<file path="config.mk">
export PLATFORM = sky130hd
export DESIGN_NAME = bid_interval_display
export DESIGN_NICKNAME = d
export VERILOG_FILES = /design/src/bid_pkg.sv /design/src/bid_interval_display.sv /design/src/bid_bin2bcd.sv /design/src/bid_seg7.sv
export SDC_FILE = /design/constraint.sdc
export NUM_CORES = 1
export LEC_CHECK = 0
export BUFFER_PORTS_ARGS = -buffer_cell sky130_fd_sc_hd__buf_2
export CAP_MARGIN = 20
export CORE_MARGIN = 5
export CORE_UTILIZATION = 35
export DETAILED_ROUTE_END_ITERATION = 7
export GPL_ROUTABILITY_DRIVEN = 0
export GPL_TIMING_DRIVEN = 0
export HOLD_SLACK_MARGIN = 0.02
export SLEW_MARGIN = 20
export SYNTH_ARGS = -nofsm -noshare
export SYNTH_HDL_FRONTEND = slang
export SYNTH_SLANG_ARGS = --single-unit
export TNS_END_PERCENT = 50
</file>
<file path="constraint.sdc">
create_clock -name core_clk -period 13.7 [get_ports core_clk]
set_input_delay 2.74 -clock core_clk [delete_from_list [all_inputs] [get_ports core_clk]]
set_output_delay 2.74 -clock core_clk [all_outputs]
set_load 0.005 [all_outputs]
</file>
<file path="src/bid_pkg.sv">
/*
  constants, carrier types and segment table for the decimal interval readout.
  assumes a single 20 MHz core clock and a synchronous active-low reset.
*/
// Notes on behaviour
// - clear all eight bcd decades whenever the partner clears its counters
// - each coarse pulse adds two to the lowest decade, worth 10 ns per unit
// - top decade counts tenths of a second and wraps after 3
// - coarse pulses and the 20 ns and 40 ns end corrections enter through one merge gate
// - end of conversion runs through eight delay stages opening four strobes
// - strobes one and two add 10 ns bit and 20 ns flag to decade four
// - strobes three and four each add the 40 ns carry as two units
// - ten low fine bits convert combinationally to three decades plus one bit
// - eighth delay stage ends counting and lets the 10 kHz tick scan digits
// - scan register with feedback gate repeats a seven-pulse sequence
// - pulses one to six each enable one digit and route its decade
// - seventh pulse resets the upper row zero-blanking latch
// - upper row: decades eleven to six; lower: five, four, thousands bit, three to one
// - blank the fourth low digit when the low four digits are 999 or less
package bid_pkg;
    localparam int CLK_HZ = 20_000_000;
    localparam int SCAN_HZ = 10_000;
    localparam int SCAN_DIV = CLK_HZ / SCAN_HZ;
    localparam logic [10:0] SCAN_DIV_LAST = 11'(SCAN_DIV - 1);
    localparam int NUM_DEC = 8;
    localparam int DEC_W = 4 * NUM_DEC;
    localparam logic [1:0] TOP_DEC_MASK = 2'h3;
    localparam int NUM_STAGE = 8;
    localparam int FINAL_STAGE = 7;
    localparam int STB1_TAP = 0;
    localparam int STB2_TAP = 2;
    localparam int STB3_TAP = 4;
    localparam int STB4_TAP = 6;
    localparam int FINE_W = 12;
    localparam int CVT_W = 10;
    localparam int FINE_10NS_POS = 10;
    localparam logic [1:0] MERGE_INC = 2'h2;
    localparam logic [1:0] BA_INC = 2'h1;
    localparam int SCAN_LEN = 7;
    localparam int ROW_DIGITS = 6;
    localparam logic [SCAN_LEN-1:0] SCAN_RST = 7'h00;
    localparam logic [DEC_W-1:0] DEC_RST = 32'h0000_0000;
    localparam logic [NUM_STAGE-1:0] STAGE_RST = 8'h00;
    localparam logic [6:0] SEG_BLANK = 7'h00;
    // segments a..g on bits 6..0, active high
    localparam logic [6:0] SEG_TABLE [10] = '{7'h7e, 7'h30, 7'h6d, 7'h79, 7'h33,
                                              7'h5b, 7'h5f, 7'h70, 7'h7f, 7'h7b};

    typedef struct packed {
        logic fine_weight_40ns_carry;
        logic fine_weight_20ns_flag;
        logic [FINE_W-1:0] adder;
    } bid_fine_t;

    typedef struct packed {
        logic converter_thousands_bit;
        logic [3:0] hund;
        logic [3:0] tens;
        logic [3:0] ones;
    } bid_cvt_t;

    typedef struct packed {
        logic [ROW_DIGITS-1:0] digit_en;
        logic [6:0] seg_upper;
        logic [6:0] seg_lower;
    } bid_disp_t;
endpackage

</file>
<file path="src/bid_interval_display.sv">
/*
  decimal readout: bcd counter beside the coarse counter, end-of-conversion
  strobe chain, fine-word conversion and multiplexed twelve-digit display.
  assumes the partner's pulse, clear, end-of-conversion and fine word are
  synchronous to core_clk, coarse pulses are one cycle wide and the
  end-of-conversion level stays high until the next clear.
*/
`timescale 1ns/1ns
module bid_interval_display
    import bid_pkg::*;
(
    // clock and reset
    input wire logic core_clk,
    input wire logic rst_n,
    // from the digitizer logic
    input wire logic coarse_pulse,
    input wire logic cnt_clear,
    input wire logic eoc,
    input bid_fine_t fine_in,
    // display
    output bid_disp_t disp,
    output logic scan_active
);
    logic [DEC_W-1:0] dec_q, dec_d;
    logic [NUM_STAGE-1:0] stage_q, stage_d;
    bid_fine_t fine_q, fine_d;
    logic [10:0] div_q, div_d;
    logic [10:0] scan_wait_q, scan_wait_d;
    logic [SCAN_LEN-1:0] scan_q, scan_d;
    logic zero_blank_latch_q, zero_blank_latch_d;
    bid_disp_t disp_q, disp_d;
    logic strobe_gate_first, strobe_gate_second, strobe_gate_third, strobe_gate_fourth;
    logic eoc_delay_first, eoc_delay_seventh, eoc_delay_final;
    logic count_merge_gate, ba_add, scan_tick, scan_feedback_gate;
    logic [1:0] inc_amt;
    logic [3:0] lowest_bcd_decade, highest_bcd_decade;
    bid_cvt_t cvt;
    logic [3:0] row_digit [2];
    logic row_blank [2];
    logic [6:0] row_seg [2];

    // add a small amount at the lowest decade and ripple decimal carries
    function automatic logic [DEC_W-1:0] bcd_add(input logic [DEC_W-1:0] v,
                                                 input logic [1:0] amt);
        logic [4:0] s;
        logic [1:0] c;
        logic [DEC_W-1:0] r;
        c = amt;
        r = v;
        for (int i = 0; i < NUM_DEC; i++)
        begin
            s = {1'b0, v[i*4 +: 4]} + {3'b000, c};
            if (s > 5'h09)
            begin
                s = s - 5'h0a;
                c = 2'h1;
            end
            else
                c = 2'h0;
            r[i*4 +: 4] = s[3:0];
        end
        // top decade only needs 0..3: range ends just below 400 ms
        r[DEC_W-1 -: 4] = {2'b00, r[DEC_W-3 -: 2] & TOP_DEC_MASK};
        return r;
    endfunction

    // pick the decade shown at scan position idx on row (1 = upper)
    function automatic logic [3:0] digit_sel(input logic [DEC_W-1:0] dv,
                                             input bid_cvt_t cv,
                                             input logic [SCAN_LEN-1:0] sc,
                                             input logic upper);
        logic [3:0] d;
        d = 4'h0;
        for (int i = 0; i < ROW_DIGITS; i++)
        begin
            if (sc[i])
            begin
                if (upper)
                    d = dv[(NUM_DEC-1-i)*4 +: 4];
                else if (i < 2)
                    d = dv[(1-i)*4 +: 4];
                else if (i == 2)
                    d = {3'b000, cv.converter_thousands_bit};
                else if (i == 3)
                    d = cv.hund;
                else if (i == 4)
                    d = cv.tens;
                else
                    d = cv.ones;
            end
        end
        return d;
    endfunction

    assign lowest_bcd_decade = dec_q[3:0];
    assign highest_bcd_decade = dec_q[DEC_W-1 -: 4];
    assign eoc_delay_first = stage_q[0];
    assign eoc_delay_seventh = stage_q[FINAL_STAGE-1];
    assign eoc_delay_final = stage_q[FINAL_STAGE];

    // strobe gates open on every second stage edge, one cycle each
    assign strobe_gate_first = stage_q[STB1_TAP] & ~stage_q[STB1_TAP+1];
    assign strobe_gate_second = stage_q[STB2_TAP] & ~stage_q[STB2_TAP+1];
    assign strobe_gate_third = stage_q[STB3_TAP] & ~stage_q[STB3_TAP+1];
    assign strobe_gate_fourth = eoc_delay_seventh & ~eoc_delay_final;

    // coarse pulses and the two-unit corrections share one input
    assign count_merge_gate = coarse_pulse
                            | (strobe_gate_second & fine_q.fine_weight_20ns_flag)
                            | (strobe_gate_third & fine_q.fine_weight_40ns_carry)
                            | (strobe_gate_fourth & fine_q.fine_weight_40ns_carry);
    // 10 ns bit goes straight into the first binary of the decade
    assign ba_add = strobe_gate_first & fine_q.adder[FINE_10NS_POS];
    // pulses land in the quinary half: +2 per pulse
    assign inc_amt = (count_merge_gate ? MERGE_INC : 2'h0) | (ba_add ? BA_INC : 2'h0);

    // counter group
    always_comb
    begin
        dec_d = dec_q;
        if (cnt_clear)
            dec_d = DEC_RST;
        else if (inc_amt != 2'h0)
            dec_d = bcd_add(dec_q, inc_amt);
    end

    always_ff @(posedge core_clk)
    begin
        if (!rst_n)
            dec_q <= DEC_RST;
        else
            dec_q <= dec_d;
    end

    // delay chain and fine word group
    always_comb
    begin
        stage_d = {stage_q[NUM_STAGE-2:0], eoc};
        fine_d = fine_q;
        if (eoc && !stage_q[0])
            fine_d = fine_in;
        if (cnt_clear)
        begin
            stage_d = STAGE_RST;
            fine_d = '0;
        end
    end

    always_ff @(posedge core_clk)
    begin
        if (!rst_n)
        begin
            stage_q <= STAGE_RST;
            fine_q <= '0;
        end
        else
        begin
            stage_q <= stage_d;
            fine_q <= fine_d;
        end
    end

    bid_bin2bcd u_cvt (
        .bin (fine_q.adder[CVT_W-1:0]),
        .bcd (cvt)
    );

    // scan group: free-running 10 kHz tick, shift register, blanking latch
    assign scan_tick = (div_q == SCAN_DIV_LAST);
    assign scan_feedback_gate = ~|scan_q[SCAN_LEN-2:0];
    assign scan_active = eoc_delay_final;

    always_comb
    begin
        div_d = scan_tick ? 11'h000 : div_q + 11'h001;
        scan_d = scan_q;
        zero_blank_latch_d = zero_blank_latch_q;
        // cycles spent waiting for the first tick; a counter keeps the check short
        scan_wait_d = 11'h000;
        if (!eoc_delay_final || cnt_clear)
        begin
            scan_d = SCAN_RST;
            zero_blank_latch_d = 1'b0;
        end
        else
        begin
            if (scan_q == SCAN_RST)
                scan_wait_d = scan_wait_q + 11'h001;
            if (scan_tick)
                scan_d = {scan_q[SCAN_LEN-2:0], scan_feedback_gate};
            if (scan_q[SCAN_LEN-1])
                zero_blank_latch_d = 1'b0;
            else if (|scan_q && digit_sel(dec_q, cvt, scan_q, 1'b1) != 4'h0)
                zero_blank_latch_d = 1'b1;
        end
    end

    always_ff @(posedge core_clk)
    begin
        if (!rst_n)
        begin
            div_q <= 11'h000;
            scan_wait_q <= 11'h000;
            scan_q <= SCAN_RST;
            zero_blank_latch_q <= 1'b0;
        end
        else
        begin
            div_q <= div_d;
            scan_wait_q <= scan_wait_d;
            scan_q <= scan_d;
            zero_blank_latch_q <= zero_blank_latch_d;
        end
    end

    // row 1 is upper, row 0 is lower
    always_comb
    begin
        row_digit[1] = digit_sel(dec_q, cvt, scan_q, 1'b1);
        row_digit[0] = digit_sel(dec_q, cvt, scan_q, 1'b0);
        // leading upper zeros stay dark until a nonzero digit passes
        row_blank[1] = ~eoc_delay_final | (row_digit[1] == 4'h0 & ~zero_blank_latch_q);
        // thousands place dark when the low group is 999 or less
        row_blank[0] = ~eoc_delay_final | (scan_q[2] & ~cvt.converter_thousands_bit);
    end

    generate
        for (genvar r = 0; r < 2; r++)
        begin : g_row
            bid_seg7 u_seg (
                .digit (row_digit[r]),
                .blank (row_blank[r]),
                .seg (row_seg[r])
            );
        end
    endgenerate

    // display group: registered so the pins never see decoder glitches
    always_comb
    begin
        disp_d.digit_en = eoc_delay_final ? scan_q[ROW_DIGITS-1:0] : '0;
        disp_d.seg_upper = row_seg[1];
        disp_d.seg_lower = row_seg[0];
    end

    always_ff @(posedge core_clk)
    begin
        if (!rst_n)
            disp_q <= '0;
        else
            disp_q <= disp_d;
    end

    assign disp = disp_q;

    // checks
    AST_CLEAR: assert property (@(posedge core_clk) disable iff (!rst_n)
        cnt_clear |=> dec_q == DEC_RST)
        else $error("bcd counter not cleared");

    AST_COARSE_TWO: assert property (@(posedge core_clk) disable iff (!rst_n)
        (coarse_pulse && !cnt_clear && !ba_add && lowest_bcd_decade < 4'h8)
        |=> lowest_bcd_decade == $past(lowest_bcd_decade) + 4'h2)
        else $error("coarse pulse did not add two");

    AST_TOP_RANGE: assert property (@(posedge core_clk) disable iff (!rst_n)
        highest_bcd_decade <= 4'h3)
        else $error("top decade above three");

    AST_STROBE_ONEHOT: assert property (@(posedge core_clk) disable iff (!rst_n)
        $onehot0({strobe_gate_first, strobe_gate_second, strobe_gate_third,
                  strobe_gate_fourth}))
        else $error("strobes overlap");

    AST_STROBE_SEQ: assert property (@(posedge core_clk) disable iff (!rst_n)
        (strobe_gate_first && !cnt_clear && eoc) |-> ##2 strobe_gate_second ##2
        strobe_gate_third ##2 strobe_gate_fourth ##1 eoc_delay_final)
        else $error("strobe sequence broken");

    AST_BA_ADD: assert property (@(posedge core_clk) disable iff (!rst_n)
        (strobe_gate_first && fine_q.adder[FINE_10NS_POS] && !coarse_pulse
         && !cnt_clear && lowest_bcd_decade < 4'h9)
        |=> lowest_bcd_decade == $past(lowest_bcd_decade) + 4'h1)
        else $error("10 ns bit not added");

    AST_CARRY_ADD: assert property (@(posedge core_clk) disable iff (!rst_n)
        (strobe_gate_third && fine_q.fine_weight_40ns_carry && !cnt_clear
         && lowest_bcd_decade < 4'h6)
        |=> ##2 lowest_bcd_decade == $past(lowest_bcd_decade, 3) + 4'h4)
        else $error("carry not added twice");

    AST_CONVERT: assert property (@(posedge core_clk) disable iff (!rst_n)
        int'(cvt.converter_thousands_bit) * 1000 + int'(cvt.hund) * 100
        + int'(cvt.tens) * 10 + int'(cvt.ones) == int'(fine_q.adder[CVT_W-1:0]))
        else $error("bcd conversion wrong");

    AST_SCAN_HELD: assert property (@(posedge core_clk) disable iff (!rst_n)
        !eoc_delay_final |=> disp_q.digit_en == '0 && disp_q.seg_upper == SEG_BLANK)
        else $error("display active before counting done");

    AST_SCAN_WRAP: assert property (@(posedge core_clk) disable iff (!rst_n)
        (scan_tick && eoc_delay_final && !cnt_clear && scan_q[SCAN_LEN-1])
        |=> scan_q == 7'h01)
        else $error("scan sequence did not restart");

    AST_SCAN_START: assert property (@(posedge core_clk) disable iff (!rst_n)
        scan_wait_q <= SCAN_DIV_LAST + 11'h001)
        else $error("scan did not start");

    AST_DIGIT_EN: assert property (@(posedge core_clk) disable iff (!rst_n)
        $onehot0(disp_q.digit_en))
        else $error("more than one digit enabled");

    AST_LATCH_RESET: assert property (@(posedge core_clk) disable iff (!rst_n)
        (scan_q[SCAN_LEN-1] && eoc_delay_final && !cnt_clear) |=> !zero_blank_latch_q)
        else $error("blank latch not reset on seventh pulse");

    AST_THOUS_BLANK: assert property (@(posedge core_clk) disable iff (!rst_n)
        (scan_q[2] && !cvt.converter_thousands_bit) |=> disp_q.seg_lower == SEG_BLANK)
        else $error("thousands digit not blanked");

    AST_UPPER_SHOWN: assert property (@(posedge core_clk) disable iff (!rst_n)
        (eoc_delay_final && row_digit[1] != 4'h0)
        |=> disp_q.seg_upper != SEG_BLANK)
        else $error("nonzero top decade not shown");

    AST_LATCH_SET: assert property (@(posedge core_clk) disable iff (!rst_n)
        (eoc_delay_final && !cnt_clear && row_digit[1] != 4'h0)
        |=> zero_blank_latch_q)
        else $error("blank latch not set on nonzero digit");
endmodule

</file>
<file path="src/bid_bin2bcd.sv">
/*
  combinational ten-bit binary to bcd converter for the interpolation word.
  assumes the input never exceeds 1023, so thousands is a single bit.
*/
`timescale 1ns/1ns
module bid_bin2bcd
    import bid_pkg::*;
(
    // binary in
    input wire logic [CVT_W-1:0] bin,
    // bcd out
    output bid_cvt_t bcd
);
    logic [25:0] sh;

    // shift-and-add-three, unrolled by the loop
    always_comb
    begin
        sh = {16'h0000, bin};
        for (int i = 0; i < CVT_W; i++)
        begin
            if (sh[13:10] > 4'h4)
                sh[13:10] = sh[13:10] + 4'h3;
            if (sh[17:14] > 4'h4)
                sh[17:14] = sh[17:14] + 4'h3;
            if (sh[21:18] > 4'h4)
                sh[21:18] = sh[21:18] + 4'h3;
            sh = {sh[24:0], 1'b0};
        end
        bcd.converter_thousands_bit = sh[22];
        bcd.hund = sh[21:18];
        bcd.tens = sh[17:14];
        bcd.ones = sh[13:10];
    end
endmodule

</file>
<file path="src/bid_seg7.sv">
/*
  seven-segment decoder with blanking input.
  assumes active-high segments; codes above 9 show nothing.
*/
`timescale 1ns/1ns
module bid_seg7
    import bid_pkg::*;
(
    // digit in
    input wire logic [3:0] digit,
    input wire logic blank,
    // segments out
    output logic [6:0] seg
);
    always_comb
    begin
        if (blank || digit > 4'h9)
            seg = SEG_BLANK;
        else
            seg = SEG_TABLE[digit];
    end
endmodule

</file>
==> results.txt <==
Mapped Nets -> 924
Xor/xnor cell area share of the yosys netlist -> 5.771%
P_sw -> 192.2 uW
Width of the die -> 148.1 microns
Crit-path slowest cell -> fa_2
Yosys cell types -> 82
PortBufs -> 38
Die Y -> 148.1 microns
Largest cells by area after synthesis -> dfxtp_1 27%, ha_1 12%, a21oi_1 6.2%
Antenna violations before repair -> 0
Tcrit/Tclk final -> 95.42%
Aggregate global routing overflow -> 0
Crit. Startpoint -> coarse_pulse
Switching portion of total power -> 29.86%
Post-synthesis compound-gate area fraction -> 23.12%
Fin util -> 41.39%
CP required -> 13.97 ns
Gr usage total -> 14.87%
# nets final -> 988
Multi-input logic area -> 4731 sq um
CTS tree -> yes
Initial DRC Count -> 295
Post-route cell area -> 7767 sq um
Sequential area share after synthesis -> 26.98%
Syn_area_per_cell -> 7.969 sq um
Post-DP HPWL -> 12.11 mm
Share of the synthesized area in the top cell type -> 26.98%
Slew Viols, Final -> 0
Worst reg2reg path startpoint -> stage_q[7]
Pwr Density -> 82.89 nW/um^2
Clock latency on the worst-skew pair -> 0.34 ns
Sequential fraction of design power -> 41.3%
Register area -> 1802 sq um
Clock Pin Slew Worst Setup and Hold Paths -> 0.07 ns
WL per Instance -> 14.30 microns
Largest net degree at the start of global routing -> 17
Clock tree buffer depth -> 2
MaxCap Viol Count -> 0
Lkg Pwr -> 0.003011 uW
Worst rel slew slack -> 37.97%
Skew final -> 0.006690 ns
Critical path class -> input port to flop
Clock network power share -> 37.6%
First-pass GRT wire length -> 27.10 mm
I/O pin count -> 40
Worst EP arrival -> 13.34 ns
Post-CTS Hold Buffers -> 0
Critical Path Max Stage Delay -> 0.57 ns
Tmin final -> 13.07 ns
Max Clk Rate -> 76.49 MHz
CP Capture Type -> flop
Root buffer cell -> clkbuf_16
H-tree levels -> 3
Int Power -> 451.6 uW
Most frequent cells in the layout -> 94 x nand2_1, 90 x dfxtp_1, 78 x nor2_1, 78 x a21oi_1, 56 x inv_1
Post-Synthesis Cells -> 838
Filler cells -> 1938
Worst Hold Depth -> 2
CORE AREA -> 18770 sq um
DR DRC count -> 0
Worst Hold Class -> flop to flop
Die Footprint -> 21940 sq um
Cell Area, Synth -> 6678 sq um
Crit-path max FO -> 4
Area of placed instances -> 7176 sq um
Worst hold start -> stage_q[6]
Via/cell ratio -> 5.212
Ant. Diodes -> 0
Final wirelength -> 16.32 mm
Initial Util -> 35.58%
Top_reg_cell synth -> dfxtp_1
Clock Sinks -> 90
Seq cells post-synth -> 90
Area delta synth->final -> 16.32%
Worst Max-Slew Pin Slew -> 0.9270 ns
Ys Warns -> 0
Commonest non-fill, non-tap cell in the layout -> nand2_1
CTS buffer count -> 9
Combinational share of power -> 21.1%
Vias -> 5947
Final hold viol count -> 0
Vias in the first global route -> 5773
Layout cells sized above 1 -> 16.76%
Post-synth top area cell -> dfxtp_1
VDD IR-drop max -> 53.98 uV
CP Launch Type -> input port
Most frequent CP cell -> ha_2
Post-Synth Simple-Gate Area -> 21.02%
Adder-cell share of the synthesized area -> 12.67%
TritonRoute pass-1 iters -> 5
EDFF count, synth -> 0
Final setup fails -> 0
Worst reg-to-reg path cell count -> 62
Outcome -> finished, final reports clean
Largest family of logic cells by synthesized area -> compound AO/OA/AOI/OAI gates
Antenna viol nets, final -> 0
Asr flop ratio synth -> 0%
Mux share of post-synthesis cell area -> 5.190%
Row count -> 50
==> critical path, delay by kind of cell <==
family / cells / cell delay [ns]
XOR/XNOR: 7 / 1.00
AND/OR/NAND/NOR: 3 / 0.47
multiplexers: 6 / 1.65
adder cells (fa/ha/maj): 20 / 4.30
AO/OA/AOI/OAI: 17 / 2.54
buffers and inverters: 8 / 0.60
==> state kept, by name (all words and copies together), names as in the netlist <==
register,cells
disp,20
scan_q,7
stage_q,8
div_q,11
fine_q,13
zero_blank_latch_q,1
dec_q,30
==> synthesized netlist by cell type, types with 11 or more instances <==
library cell and instances:
and3_1 13, dfxtp_1 90, clkbuf_1 25, nand2_1 94, inv_1 56, ha_1 66, o21ai_0 28, xor2_1 22
xnor2_1 22, nor2_1 78, a22oi_1 15, nand2b_1 15, mux2i_1 14, nand3_1 23, and2_1 11, mux2_2 13
a21oi_1 83
==> per-stage QoR <==
stage                TNS, ns  power [uW]  hold slack [ns]  cells  setup WS [ns]
floorplan                  0       377.8           0.4165    838        0.04938
global placement      -5.066       404.1           0.4217   1110         -1.165
detailed placement    -5.719       405.8           0.4322   1110         -1.286
CTS                        0       649.8           0.4354   1134      0.0004787
global route        -0.08207       674.9           0.4458   1141       -0.08207
finish                     0       643.8           0.4370   1141         0.6270
==> path summary, 6_finish.rpt <==
| check | to | slack (ns) |
|---|---|---|
| worst max-delay path | dec_q[27] | 0.63 |
| worst max register to register | dec_q[27] | 2.12 |
| worst min register to register | stage_q[7] | 0.44 |
| worst min-delay path | stage_q[7] | 0.44 |
==> cell type report <==
type                            instances  share of cell area (%)
Clock inverter                          6                  0.6443
Timing Repair Buffer                   53                   3.898
Sequential cell                        90                   23.20
Clock buffer                           10                   3.077
Multi-Input combinational cell        660                   60.91
Inverter                               56                   2.706
Tap cell                              234                   3.769
Buffer                                 32                   1.804
==> metal layers <==
metal  up-vias  wire (microns)  track usage [%]  share of wire (%)
met1      2759            7469            18.58                 46
met2        65            8099            26.63                 50
met4         0             295            4.111                1.8
met3        17             455            2.255                2.8
met5         -               0                0                  0
li1       3106               -                -                  -
==> kinds of logic (layout without fill, tap and decap cells) <==
| group | after synthesis | count (layout) |
|---|---|---|
| AND/OR/NAND/NOR | 294 | 294 |
| XOR/XNOR | 44 | 44 |
| flip-flops | 90 | 90 |
| adder cells (fa/ha/maj) | 67 | 67 |
| buffers and inverters | 88 | 157 |
| AO/OA/AOI/OAI | 225 | 225 |
| multiplexers | 30 | 30 |
==> power by group through the flow <==
stage	registers (uW)	clock network (uW)	logic (uW)
3_5_place_dp	272	0	134
5_1_grt	266	257	152
4_1_cts	266	249	135
2_1_floorplan	271	0	107
6_report	266	242	136
3_3_place_gp	272	0	132
==> what timing repair did <==
item / 4_1_cts / 5_1_grt
resized for setup: 7 / 32
endpoints found under the setup margin: 5 / 5
setup buffers: 8 / 7
pin swaps: 7 / 15
Power figures use the tool's default switching activity.
